==> config.mk <==
export PLATFORM = sky130hd
export DESIGN_NAME = lasm_alarm_ctrl
export DESIGN_NICKNAME = d
export VERILOG_FILES = /design/src/hdl/lasm_pkg.sv /design/src/hdl/lasm_bit_map.sv /design/src/hdl/lasm_int_pin.sv /design/src/hdl/lasm_alarm_ctrl.sv
export SDC_FILE = /design/constraint.sdc
export NUM_CORES = 1
export LEC_CHECK = 0
export ABC_AREA = 1
export BUFFER_PORTS_ARGS = -buffer_cell sky130_fd_sc_hd__buf_2
export CORE_MARGIN = 10
export CORE_UTILIZATION = 47
export CTS_CLUSTER_DIAMETER = 60
export CTS_CLUSTER_SIZE = 30
export DETAILED_ROUTE_END_ITERATION = 7
export MAX_ROUTING_LAYER = met4
export PLACE_DENSITY = 0.9
export SLEW_MARGIN = 15
export SYNTH_ARGS = -nofsm -noshare
export SYNTH_HDL_FRONTEND = slang
export SYNTH_SLANG_ARGS = --single-unit
export TNS_END_PERCENT = 30
==> constraint.sdc <==
create_clock -name sys_clk -period 1 [get_ports sys_clk]
set_input_delay 0.05 -clock sys_clk [delete_from_list [all_inputs] [get_ports sys_clk]]
set_output_delay 0.05 -clock sys_clk [all_outputs]
set_load 0.1 [all_outputs]
==> src/hdl/lasm_pkg.sv <==
package lasm_pkg;

	// Register geometry
	localparam int unsigned      LASM_DATA_W        = 8;
	localparam int unsigned      LASM_ADDR_W        = 8;
	localparam int unsigned      LASM_SLOT_W        = 3;

	// Register offsets on the internal register port
	localparam logic [7:0]       LASM_OFS_FLAGS     = 8'h01;
	localparam logic [7:0]       LASM_OFS_GATE      = 8'h03;

	// Values after reset
	localparam logic [7:0]       LASM_FLAGS_RST     = 8'h00;
	localparam logic [7:0]       LASM_GATE_RST      = 8'h00;
	localparam logic [7:0]       LASM_RDATA_RST     = 8'h00;
	localparam logic [7:0]       LASM_UNMAPPED_RD   = 8'h00;

	// Implemented status positions per input configuration
	localparam logic [7:0]       LASM_IMPL_SE7_TEMP = 8'hff;
	localparam logic [7:0]       LASM_IMPL_SE8      = 8'hff;
	localparam logic [7:0]       LASM_IMPL_DIFF4    = 8'h8f;
	localparam logic [7:0]       LASM_IMPL_MIXED    = 8'hbf;

	// Position shared by temperature and the eighth input
	localparam int unsigned      LASM_TEMP_BIT      = 7;
	localparam logic [2:0]       LASM_TEMP_SLOT     = 3'h7;

	// Input configuration modes
	typedef enum logic [1:0] {
		LASM_MODE_SE7_TEMP = 2'b00,
		LASM_MODE_SE8      = 2'b01,
		LASM_MODE_DIFF4    = 2'b10,
		LASM_MODE_MIXED    = 2'b11
	} lasm_mode_t;

endpackage : lasm_pkg

==> src/hdl/lasm_bit_map.sv <==
`timescale 1ns/1ps
`default_nettype none

module lasm_bit_map (
	input  wire logic [1:0] mode_sel,
	output logic      [7:0] impl_mask,
	output logic            temp_at_top
);

	// Which status positions exist, and what bit 7 means
	always_comb begin
		case (lasm_pkg::lasm_mode_t'(mode_sel))
			lasm_pkg::LASM_MODE_SE7_TEMP: begin
				impl_mask   = lasm_pkg::LASM_IMPL_SE7_TEMP;
				temp_at_top = 1'b1;
			end
			lasm_pkg::LASM_MODE_SE8: begin
				impl_mask   = lasm_pkg::LASM_IMPL_SE8;
				temp_at_top = 1'b0;
			end
			lasm_pkg::LASM_MODE_DIFF4: begin
				impl_mask   = lasm_pkg::LASM_IMPL_DIFF4;
				temp_at_top = 1'b1;
			end
			lasm_pkg::LASM_MODE_MIXED: begin
				impl_mask   = lasm_pkg::LASM_IMPL_MIXED;
				temp_at_top = 1'b1;
			end
			default: begin
				impl_mask   = lasm_pkg::LASM_IMPL_SE7_TEMP;
				temp_at_top = 1'b1;
			end
		endcase
	end

endmodule : lasm_bit_map

`default_nettype wire

==> src/hdl/lasm_int_pin.sv <==
`timescale 1ns/1ps
`default_nettype none

module lasm_int_pin (
	input  wire logic sys_clk,
	input  wire logic rst_n,
	input  wire logic pending,
	input  wire logic int_enable,
	input  wire logic int_clear,
	output logic      int_out_n,
	output logic      int_oe
);

	logic int_out_n_ff;
	logic nxt_int_out_n;
	logic int_oe_ff;
	logic nxt_int_oe;

	// Pin level and drive; undriven pin relies on the board pull-up
	always_comb begin
		nxt_int_out_n = ~(pending & ~int_clear);
		nxt_int_oe    = int_enable;
	end

	// Registered so the pin never glitches on a mode change
	always_ff @(posedge sys_clk) begin
		if (!rst_n) begin
			int_out_n_ff <= 1'b1;
			int_oe_ff    <= 1'b0;
		end else begin
			int_out_n_ff <= nxt_int_out_n;
			int_oe_ff    <= nxt_int_oe;
		end
	end

	assign int_out_n = int_out_n_ff;
	assign int_oe    = int_oe_ff;

endmodule : lasm_int_pin

`default_nettype wire

==> src/hdl/lasm_alarm_ctrl.sv <==
// Functional notes
// - Status register at 01h, writes ignored
// - Mask register at 03h, read and write
// - Both registers read zero after reset
// - Voltage flag set on high/low excursion
// - Temperature flag only on high excursion
// - Differential mode: four pair flags, temperature
// - Mixed mode: four inputs, two pairs
// - Eight-input mode: bit 7 is input 7
// - Mask bit blocks pin, flag still recorded
// - Differential mode mask gates pairs, temperature
// - Other modes: mask bit gates same position
// - Pin driven only with output enable set
// - Clear deasserts pin, halts loop, keeps flags
// - Disabled channel never raises its flag
`timescale 1ns/1ps
`default_nettype none

module lasm_alarm_ctrl (
	input  wire logic       sys_clk,
	input  wire logic       rst_n,
	// Configuration from the control registers
	input  wire logic [1:0] mode_sel,
	input  wire logic       int_enable,
	input  wire logic       int_clear,
	input  wire logic [7:0] chan_disable,
	input  wire logic       chan_disable_wr,
	input  wire logic       init_pulse,
	// Limit comparator results, one per finished conversion
	input  wire logic       conv_done,
	input  wire logic [2:0] conv_slot,
	input  wire logic       above_high,
	input  wire logic       below_low,
	// Internal register port from the serial interface
	input  wire logic [7:0] reg_addr,
	input  wire logic       reg_wr,
	input  wire logic [7:0] reg_wdata,
	input  wire logic       reg_rd,
	output logic      [7:0] reg_rdata,
	output logic            reg_rvalid,
	// Interrupt pin and status
	output logic            int_out_n,
	output logic            int_oe,
	output logic            monitor_halt,
	output logic      [7:0] alarm_flags,
	output logic            irq_pending
);

	// Address compare, shared by the write and read decoders
	function automatic logic addr_hit(
		input logic [7:0] addr,
		input logic [7:0] ofs
	);
		addr_hit = (addr == ofs);
	endfunction : addr_hit

	logic [7:0] impl_mask;
	logic       temp_at_top;
	logic [7:0] set_vec;
	logic       flags_clr;
	logic       gate_wr;
	logic       pending;

	logic [7:0] flags_ff;
	logic [7:0] nxt_flags;
	logic [7:0] gate_ff;
	logic [7:0] nxt_gate;
	logic [7:0] rdata_ff;
	logic [7:0] nxt_rdata;
	logic       rvalid_ff;
	logic       nxt_rvalid;

	// Mode decides which positions exist and what bit 7 watches
	lasm_bit_map u_bit_map (
		.mode_sel    (mode_sel),
		.impl_mask   (impl_mask),
		.temp_at_top (temp_at_top)
	);

	// Per-position set terms; the slot number is the status position
	genvar gi;
	generate
		for (gi = 0; gi < 8; gi++) begin : g_set
			logic slot_hit;
			logic excursion;
			assign slot_hit = conv_done
				&& (conv_slot == 3'(gi))
				&& impl_mask[gi];
			// Temperature ignores a low excursion
			if (gi == lasm_pkg::LASM_TEMP_BIT) begin : g_top
				assign excursion = above_high
					| (below_low & ~temp_at_top);
			end else begin : g_volt
				assign excursion = above_high | below_low;
			end
			assign set_vec[gi] = slot_hit
				& excursion
				& ~chan_disable[gi];
		end
	endgenerate

	// Status clears on initialisation or a disable reprogram
	assign flags_clr = init_pulse | chan_disable_wr;

	// Status flags: sticky, and a new event beats a clear
	always_comb begin
		nxt_flags = flags_ff;
		if (flags_clr) begin
			nxt_flags = lasm_pkg::LASM_FLAGS_RST;
		end
		// Host writes to the status offset have no path here
		nxt_flags = nxt_flags | set_vec;
	end

	always_ff @(posedge sys_clk) begin
		if (!rst_n) begin
			flags_ff <= lasm_pkg::LASM_FLAGS_RST;
		end else begin
			flags_ff <= nxt_flags;
		end
	end

	// Mask register write decode
	assign gate_wr = reg_wr && addr_hit(reg_addr, lasm_pkg::LASM_OFS_GATE);

	// Mask register; a write stores no one in a reserved position, but ones kept from before a mode change stay until init or the next mask write
	always_comb begin
		nxt_gate = gate_ff;
		if (init_pulse) begin
			nxt_gate = lasm_pkg::LASM_GATE_RST;
		end else if (gate_wr) begin
			nxt_gate = reg_wdata & impl_mask;
		end
	end

	always_ff @(posedge sys_clk) begin
		if (!rst_n) begin
			gate_ff <= lasm_pkg::LASM_GATE_RST;
		end else begin
			gate_ff <= nxt_gate;
		end
	end

	// Read data mux, one cycle after the read strobe
	always_comb begin
		nxt_rdata  = rdata_ff;
		nxt_rvalid = reg_rd;
		if (reg_rd) begin
			if (addr_hit(reg_addr, lasm_pkg::LASM_OFS_FLAGS)) begin
				nxt_rdata = flags_ff & impl_mask;
			end else if (addr_hit(reg_addr, lasm_pkg::LASM_OFS_GATE)) begin
				nxt_rdata = gate_ff & impl_mask;
			end else begin
				nxt_rdata = lasm_pkg::LASM_UNMAPPED_RD;
			end
		end
	end

	always_ff @(posedge sys_clk) begin
		if (!rst_n) begin
			rdata_ff  <= lasm_pkg::LASM_RDATA_RST;
			rvalid_ff <= 1'b0;
		end else begin
			rdata_ff  <= nxt_rdata;
			rvalid_ff <= nxt_rvalid;
		end
	end

	// Same position in mask gates same position in status
	// Stale bits left by a mode change are hidden, not cleared
	assign pending = |(flags_ff & impl_mask & ~gate_ff);

	// Registered pin driver
	lasm_int_pin u_int_pin (
		.sys_clk    (sys_clk),
		.rst_n      (rst_n),
		.pending    (pending),
		.int_enable (int_enable),
		.int_clear  (int_clear),
		.int_out_n  (int_out_n),
		.int_oe     (int_oe)
	);

	// Loop halts for as long as the clear bit stays set
	assign monitor_halt = int_clear;
	assign reg_rdata    = rdata_ff;
	assign reg_rvalid   = rvalid_ff;
	assign alarm_flags  = flags_ff & impl_mask;
	assign irq_pending  = pending;

endmodule : lasm_alarm_ctrl

`default_nettype wire

==> flow_metrics.py, run 1 <==
metrics = {
    "worst_setup_path": {
        "crit_fanout": 2,
        "crit_path_end_kind": "output pin",
        "setup.worst_path.class": "reg -> out",
        "cp_data_required_time_ps": 950,
        "start_kind": "flip-flop",
        "critPathArrivalTime_ps": 1480,
    },
    "placed_design": {
        "place_ws_ps": -147.3,
        "place_congestion": 0.9612,
        "placedCellCount": 311,
        "port_buffers": 60,
        "place_hpwl_um": 3657,
        "placedInstanceArea_sq_um": 2187,
    },
    "grt": {
        "use_met2": 0.3182,
        "grt_use_met3": 0.04036,
        "grt_max_degree": 16,
        "grt_pass1_wl_um": 7776,
        "grt_usage": 0.1823,
        "antenna_found_initial": 0,
        "grt_overflow": 0,
        "busiest_layer": "met2",
        "use_met1": 0.1865,
        "grt_pass1_vias": 1683,
    },
    "floorplan": {
        "die_area_sq_um": 5707,
        "core-area_sq_um": 3003,
        "rows": 20,
        "start_util": 0.4829,
        "ios": 61,
        "fp.dieH_um": 75.55,
        "die_w_um": 75.55,
    },
    "synth": {
        "ys_seq_area_frac": 0.3727,
        "postSynthAreaPerCell_sq_um": 6.905,
        "synth-edff-count": 0,
        "synth_top_area_share": 0.3727,
        "ys_seq_elements": 27,
        "synthTopCellsByArea": "dfxtp_1 37%, nand2_1 12%, nor2_1 7.0%, inv_1 6.0%, nand3_1 5.5%",
        "synth.largest_area_cell": "dfxtp_1",
        "synthArstFlopShare": 0,
        "syn_nets": 250,
        "synth.distinct_cells": 26,
        "yosysWarnings": 0,
        "netlist_area_sq_um": 1450,
        "synthFlopType": "dfxtp_1",
        "syn_inst": 210,
    },
    "final_layout": {
        "postLayoutCellArea_sq_um": 2416,
        "mostFrequentLayoutCell": "nand2_1",
        "fin_nets": 340,
        "finalNonFillerCells": 332,
        "final_cell_mix": "48 x nand2_1, 40 x buf_2, 26 x nor2_1, 21 x buf_12, 19 x inv_1",
        "diodes": 0,
        "finish.utilization": 0.8046,
        "area_delta_synth_final_pct": 66.61,
        "fillers": 161,
        "drive_gt1_frac": 0.4314,
    },
    "timing": {
        "relSlewSlack": 0.6742,
        "worst_slack_ps": -528.7,
        "tns_ps": -1994,
        "period_share": 1.529,
        "rsz0062_at_grt": "true",
        "finalHoldViolCount": 1,
        "max_freq_mhz": 654.1,
        "setup_viol": 12,
        "fin_skew_ps": 16.25,
        "whs_ps": -2.939,
        "fin_crit_ps": 1529,
        "tightest_slew_ps": 492.1,
        "slew_violations": 0,
    },
    "clock_network": {
        "clk_latency_ps": 340,
        "cts.sinks": 27,
        "cts_tree": "yes",
        "cts.reportedPaths.clkPinSlew_ps": 160,
        "cts_buffers": 3,
        "cts_buffer_depth": 2,
        "cts_root_buf": "clkbuf_4",
        "h-tree-depth": 1,
    },
    "routing": {
        "drt_iter0_drc": 115,
        "wl_um": 5034,
        "ant_nets": 0,
        "vias": 1693,
        "wire_per_inst_um": 15.16,
        "via_per_inst": 5.099,
        "drc": 0,
        "drt_first_pass_iters": 6,
    },
    "hold_path": {
        "hp-class": "in -> reg",
    },
    "pwr": {
        "power_density_nw_per_um2": 902.7,
        "power_mw": 2.181,
        "leakagePower_nw": 1.112,
        "vdd_drop_max_mv": 0.5271,
    },
    "flow_run": {
        "drv_cap": 0,
    },
    "outcome": {
        "status": "complete, but fails checks",
        "failed_checks": "negative hold slack, negative setup slack",
    },
}
-- logic make-up (layout without fill, tap and decap cells) --
group,after synthesis,count (layout),synth area share
DFF,27,27,0.3727
buffers and inverters,41,130,0.1363
AOI/OAI and AO/OA,29,29,0.1234
and+or+nand+nor,113,113,0.3676
-- state kept, by name, indices dropped and copies added (netlist names) --
signal and count:
gate_ff 8, reg_rdata 8, flags_ff 8, u_int_pin.int_oe 1
reg_rvalid 1, u_int_pin.int_out_n 1
-- synth_stat cells, types with 2 or more instances --
master,instances
dfxtp_1,27
nand2_2,3
buf_4,7
nor2_2,2
nand3b_1,4
a21boi_2,2
o21ai_1,5
a21oi_1,14
buf_2,2
nor2_1,27
buf_6,2
inv_2,7
a21oi_2,4
inv_1,23
nand3_1,16
nor3_1,5
o21ai_0,2
nor3b_1,3
nand2_1,48
-- power breakdown --
group / internal [mW] / switching, mW
combinational: 0.232 / 0.342
clock: 0.157 / 0.339
sequential: 1.09 / 0.0162
-- area by class of cell --
cell class / count / area, sq um / area share
timing repair buffer: 96 / 940.9 / 0.3894
clock buffer: 4 / 26.28 / 0.01088
multi-input combinational: 142 / 734.5 / 0.3040
inverter: 30 / 112.6 / 0.04661
sequential: 27 / 560.5 / 0.2320
tap: 33 / 41.29 / 0.01709
-- critical path: stages (launching register included) --
cell,delay (ps)
dfxtp_2,360
inv_2,40
nand2_1,50
o21ai_1,70
a21oi_1,150
nand4_1,240
buf_12,250
-- what timing repair did --
item	CTS	global route
setup buffers	0	3
resized for setup	17	8
endpoints found under the setup margin	11	18
endpoints found under the hold margin	13	1
pin swaps	4	1
hold buffers	13	1
-- per-layer routing --
metal | wire length, um | vias to the layer above
met4 | 188 | 0
met3 | 389 | 20
li1 | - | 834
met5 | 0 | -
met1 | 1899 | 743
met2 | 2557 | 96
-- worst paths after layout --
kind                                start                         to  slack [ps]  depth (start not counted)
setup / recovery  gate_ff[2]$_SDFFE_PP0P_                irq_pending        -530                          6
hold / removal               reg_wdata[4]    gate_ff[4]$_SDFFE_PP0P_          -3                          5
setup reg to reg   flags_ff[5]$_SDFF_PN0_  reg_rdata[5]$_SDFFE_PN0P_        -100                          6
hold reg to reg    flags_ff[6]$_SDFF_PN0_     flags_ff[6]$_SDFF_PN0_         490                          2
Power figures use the tool's default switching activity.
==> run 2, diff against run 1 <==
Settings changed: BUFFER_PORTS_ARGS -buffer_cell sky130_fd_sc_hd__buf_2 to not set, CORE_UTILIZATION 47 to 55, DONT_BUFFER_PORTS set to 1, PLACE_DENSITY 0.9 to 0.81.
==> run 2 against run 1 <==
The run ends with negative setup slack left. Global-route usage grew 5.2 points. Die area decreased by 11%. Fmax decreased by 8.0%. Final area shrank 1.9%. Clock-buffer cell count shrank 1. Combinational power grew 2%. Highest routed layer unchanged. Sequential power barely moved. Clock power is 7.9% higher. Via count grew 19%. Wire length increased by 59%.
==> flow_metrics.py, run 2 (synthesis results as in run 1) <==
metrics = {
    "outcome": {
        "status": "complete, but fails checks",
        "failed_checks": "negative setup slack",
    },
    "final_layout": {
        "drive_gt1_frac": 0.3616,
        "area_delta_synth_final_pct": 63.42,
        "fin_nets": 312,
        "final_cell_mix": "43 x nand2_1, 25 x nor2_1, 23 x dlygate4sd3_1, 19 x inv_1, 15 x buf_12",
        "mostFrequentLayoutCell": "nand2_1",
        "finish.utilization": 0.9479,
    },
    "timing": {
        "finalHoldViolCount": 0,
        "tightest_slew_ps": 607.8,
        "period_share": 1.662,
        "setup_viol": 21,
        "whs_ps": 27.93,
        "worst_slack_ps": -662.3,
        "fin_crit_ps": 1662,
        "rsz0062_at_grt": "true",
        "max_freq_mhz": 601.6,
        "relSlewSlack": 0.5948,
        "fin_skew_ps": 4.670,
        "slew_violations": 0,
    },
    "floorplan": {
        "ios": 61,
        "core-area_sq_um": 2500,
        "start_util": 0.5801,
        "die_area_sq_um": 5091,
        "rows": 18,
        "fp.dieH_um": 71.35,
        "die_w_um": 71.35,
    },
    "worst_setup_path": {
        "setup.worst_path.class": "reg -> out",
        "cp.depth": 6,
        "reg2reg_slack_ps": -330,
        "cp_slowest_cell": "dfxtp_2",
        "critPathArrivalTime_ps": 1610,
        "critPathMaxStageDelay_ps": 390,
        "timing.rr.start": "gate_ff[2]$_SDFFE_PP0P_",
        "timing.rr.end": "u_int_pin.int_out_n$_SDFF_PN1_",
        "crit_fanout": 2,
        "r2r_cells": 7,
        "path_buf_inv": 2,
        "crit_family": "flip-flops",
        "start_kind": "flip-flop",
        "cp_cell_sequence": "inv_2 -> nand2_1 -> o21ai_1 -> a21oi_2 -> nand4_1 -> buf_12",
        "cp_data_required_time_ps": 950,
        "crit_path_end_kind": "output pin",
    },
    "routing": {
        "wl_met2_um": 3538,
        "drt_iter0_drc": 307,
        "dr_wl_met3_um": 1113,
        "wire_per_inst_um": 26.50,
        "vias": 2018,
        "via_per_inst": 6.682,
        "wl_um": 8003,
        "drc": 0,
        "ant_nets": 0,
        "highest_layer": "met4",
        "wl_met1_um": 2527,
        "drt_first_pass_iters": 6,
    },
    "hold_path": {
        "whs_endpoint": "flags_ff[3]$_SDFF_PN0_",
        "min_from": "init_pulse",
        "hold_depth": 4,
        "hp-class": "in -> reg",
    },
    "grt": {
        "grt_pass1_wl_um": 9328,
        "antenna_found_initial": 1,
        "grt_usage": 0.2347,
        "grt_overflow": 0,
        "grt_pass1_vias": 1856,
        "grt_max_degree": 16,
    },
    "clock_network": {
        "h-tree-depth": 1,
        "cts_buffer_depth": 2,
        "cts.sinks": 27,
        "clk_latency_ps": 350,
        "cts_tree": "yes",
        "cts.reportedPaths.clkPinSlew_ps": 170,
        "cts_root_buf": "clkbuf_4",
        "cts_buffers": 3,
    },
    "placed_design": {
        "port_buffers": 0,
        "place_congestion": 0.8165,
        "place_hpwl_um": 3004,
    },
    "pwr": {
        "power_density_nw_per_um2": 942.6,
        "leakagePower_nw": 1.063,
        "vdd_drop_max_mv": 1.404,
    },
    "flow_run": {
        "drv_cap": 0,
    },
}
==> run 2: cell types whose count changed in the layout (fill, tap and decap cells not counted), moves of 2 or more <==
cell	before	now
dlygate4sd3_1	14	23
buf_2	40	0
a21oi_1	14	12
nand3_1	16	14
nand2_2	3	7
a21oi_2	4	6
dlymetal6s4s_1	0	5
nand2_1	48	43
nand3_2	0	2
buf_8	0	4
dfxtp_2	16	14
buf_12	21	15
==> run 2: layout make-up <==
cell class	count	area [sq um]
Tap cell	30	37.54
Clock buffer	3	22.52
Inverter	30	115.1
Antenna cell	1	2.502
Clock inverter	1	5.005
Timing Repair Buffer	68	837.1
Fill cell	70	130.1
Sequential cell	27	561.8
Multi-Input combinational cell	142	788.3
==> run 2: power by group <==
part	switching, mW	total (mW)	internal [mW]
combinational	0.363	0.586	0.223
sequential	0.0188	1.11	1.09
clock	0.384	0.535	0.151
==> run 2: how the worst max path moves through the flow <==
| stage | startpoint | to | slack (ps) |
|---|---|---|---|
| 6_report | gate_ff[2]$_SDFFE_PP0P_ | irq_pending | -660 |
| 3_5_place_dp | gate_ff[2]$_SDFFE_PP0P_ | irq_pending | -40 |
| 3_3_place_gp | gate_ff[2]$_SDFFE_PP0P_ | irq_pending | -10 |
| 2_1_floorplan | flags_ff[5]$_SDFF_PN0_ | u_int_pin.int_out_n$_SDFF_PN1_ | -1090 |
| 5_1_grt | gate_ff[2]$_SDFFE_PP0P_ | irq_pending | -730 |
| 4_1_cts | gate_ff[3]$_SDFFE_PP0P_ | irq_pending | -400 |
==> run 2: layer usage <==
metal  track usage  up-vias
li1              -      779
met1        0.2322      888
met2        0.4049      257
met3       0.06474       94
met4        0.1333        0
met5             -        -
==> run 2: worst register-to-register path, delay by kind of cell (launching register included) <==
kind	cells	cell delay (ps)
flops	1	390
simple gates	3	340
buf+inv	2	270
compound gates	2	270
==> run 2: timing repair <==
item,4_1_cts,5_1_grt
setup endpoints to repair,19,40
hold endpoints to repair,27,0
pin swaps,2,5
hold buffers,28,0
gates resized for setup,50,44
buffers inserted,6,8
==> run 2: metrics by stage <==
step | instance area [sq um] | setup WS (ps) | instances | power (mW) | setup TNS [ps]
after floorplan | 1475 | -1088 | 210 | 1.435 | -4246
after global placement | 1698 | -9.858 | 260 | 1.475 | -9.858
after detailed placement | 1698 | -37.82 | 260 | 1.479 | -37.82
after CTS | 2218 | -397.7 | 298 | 2.089 | -1661
after global routing | 2370 | -726.9 | 302 | 2.300 | -3955
final | 2370 | -662.3 | 302 | 2.234 | -3289
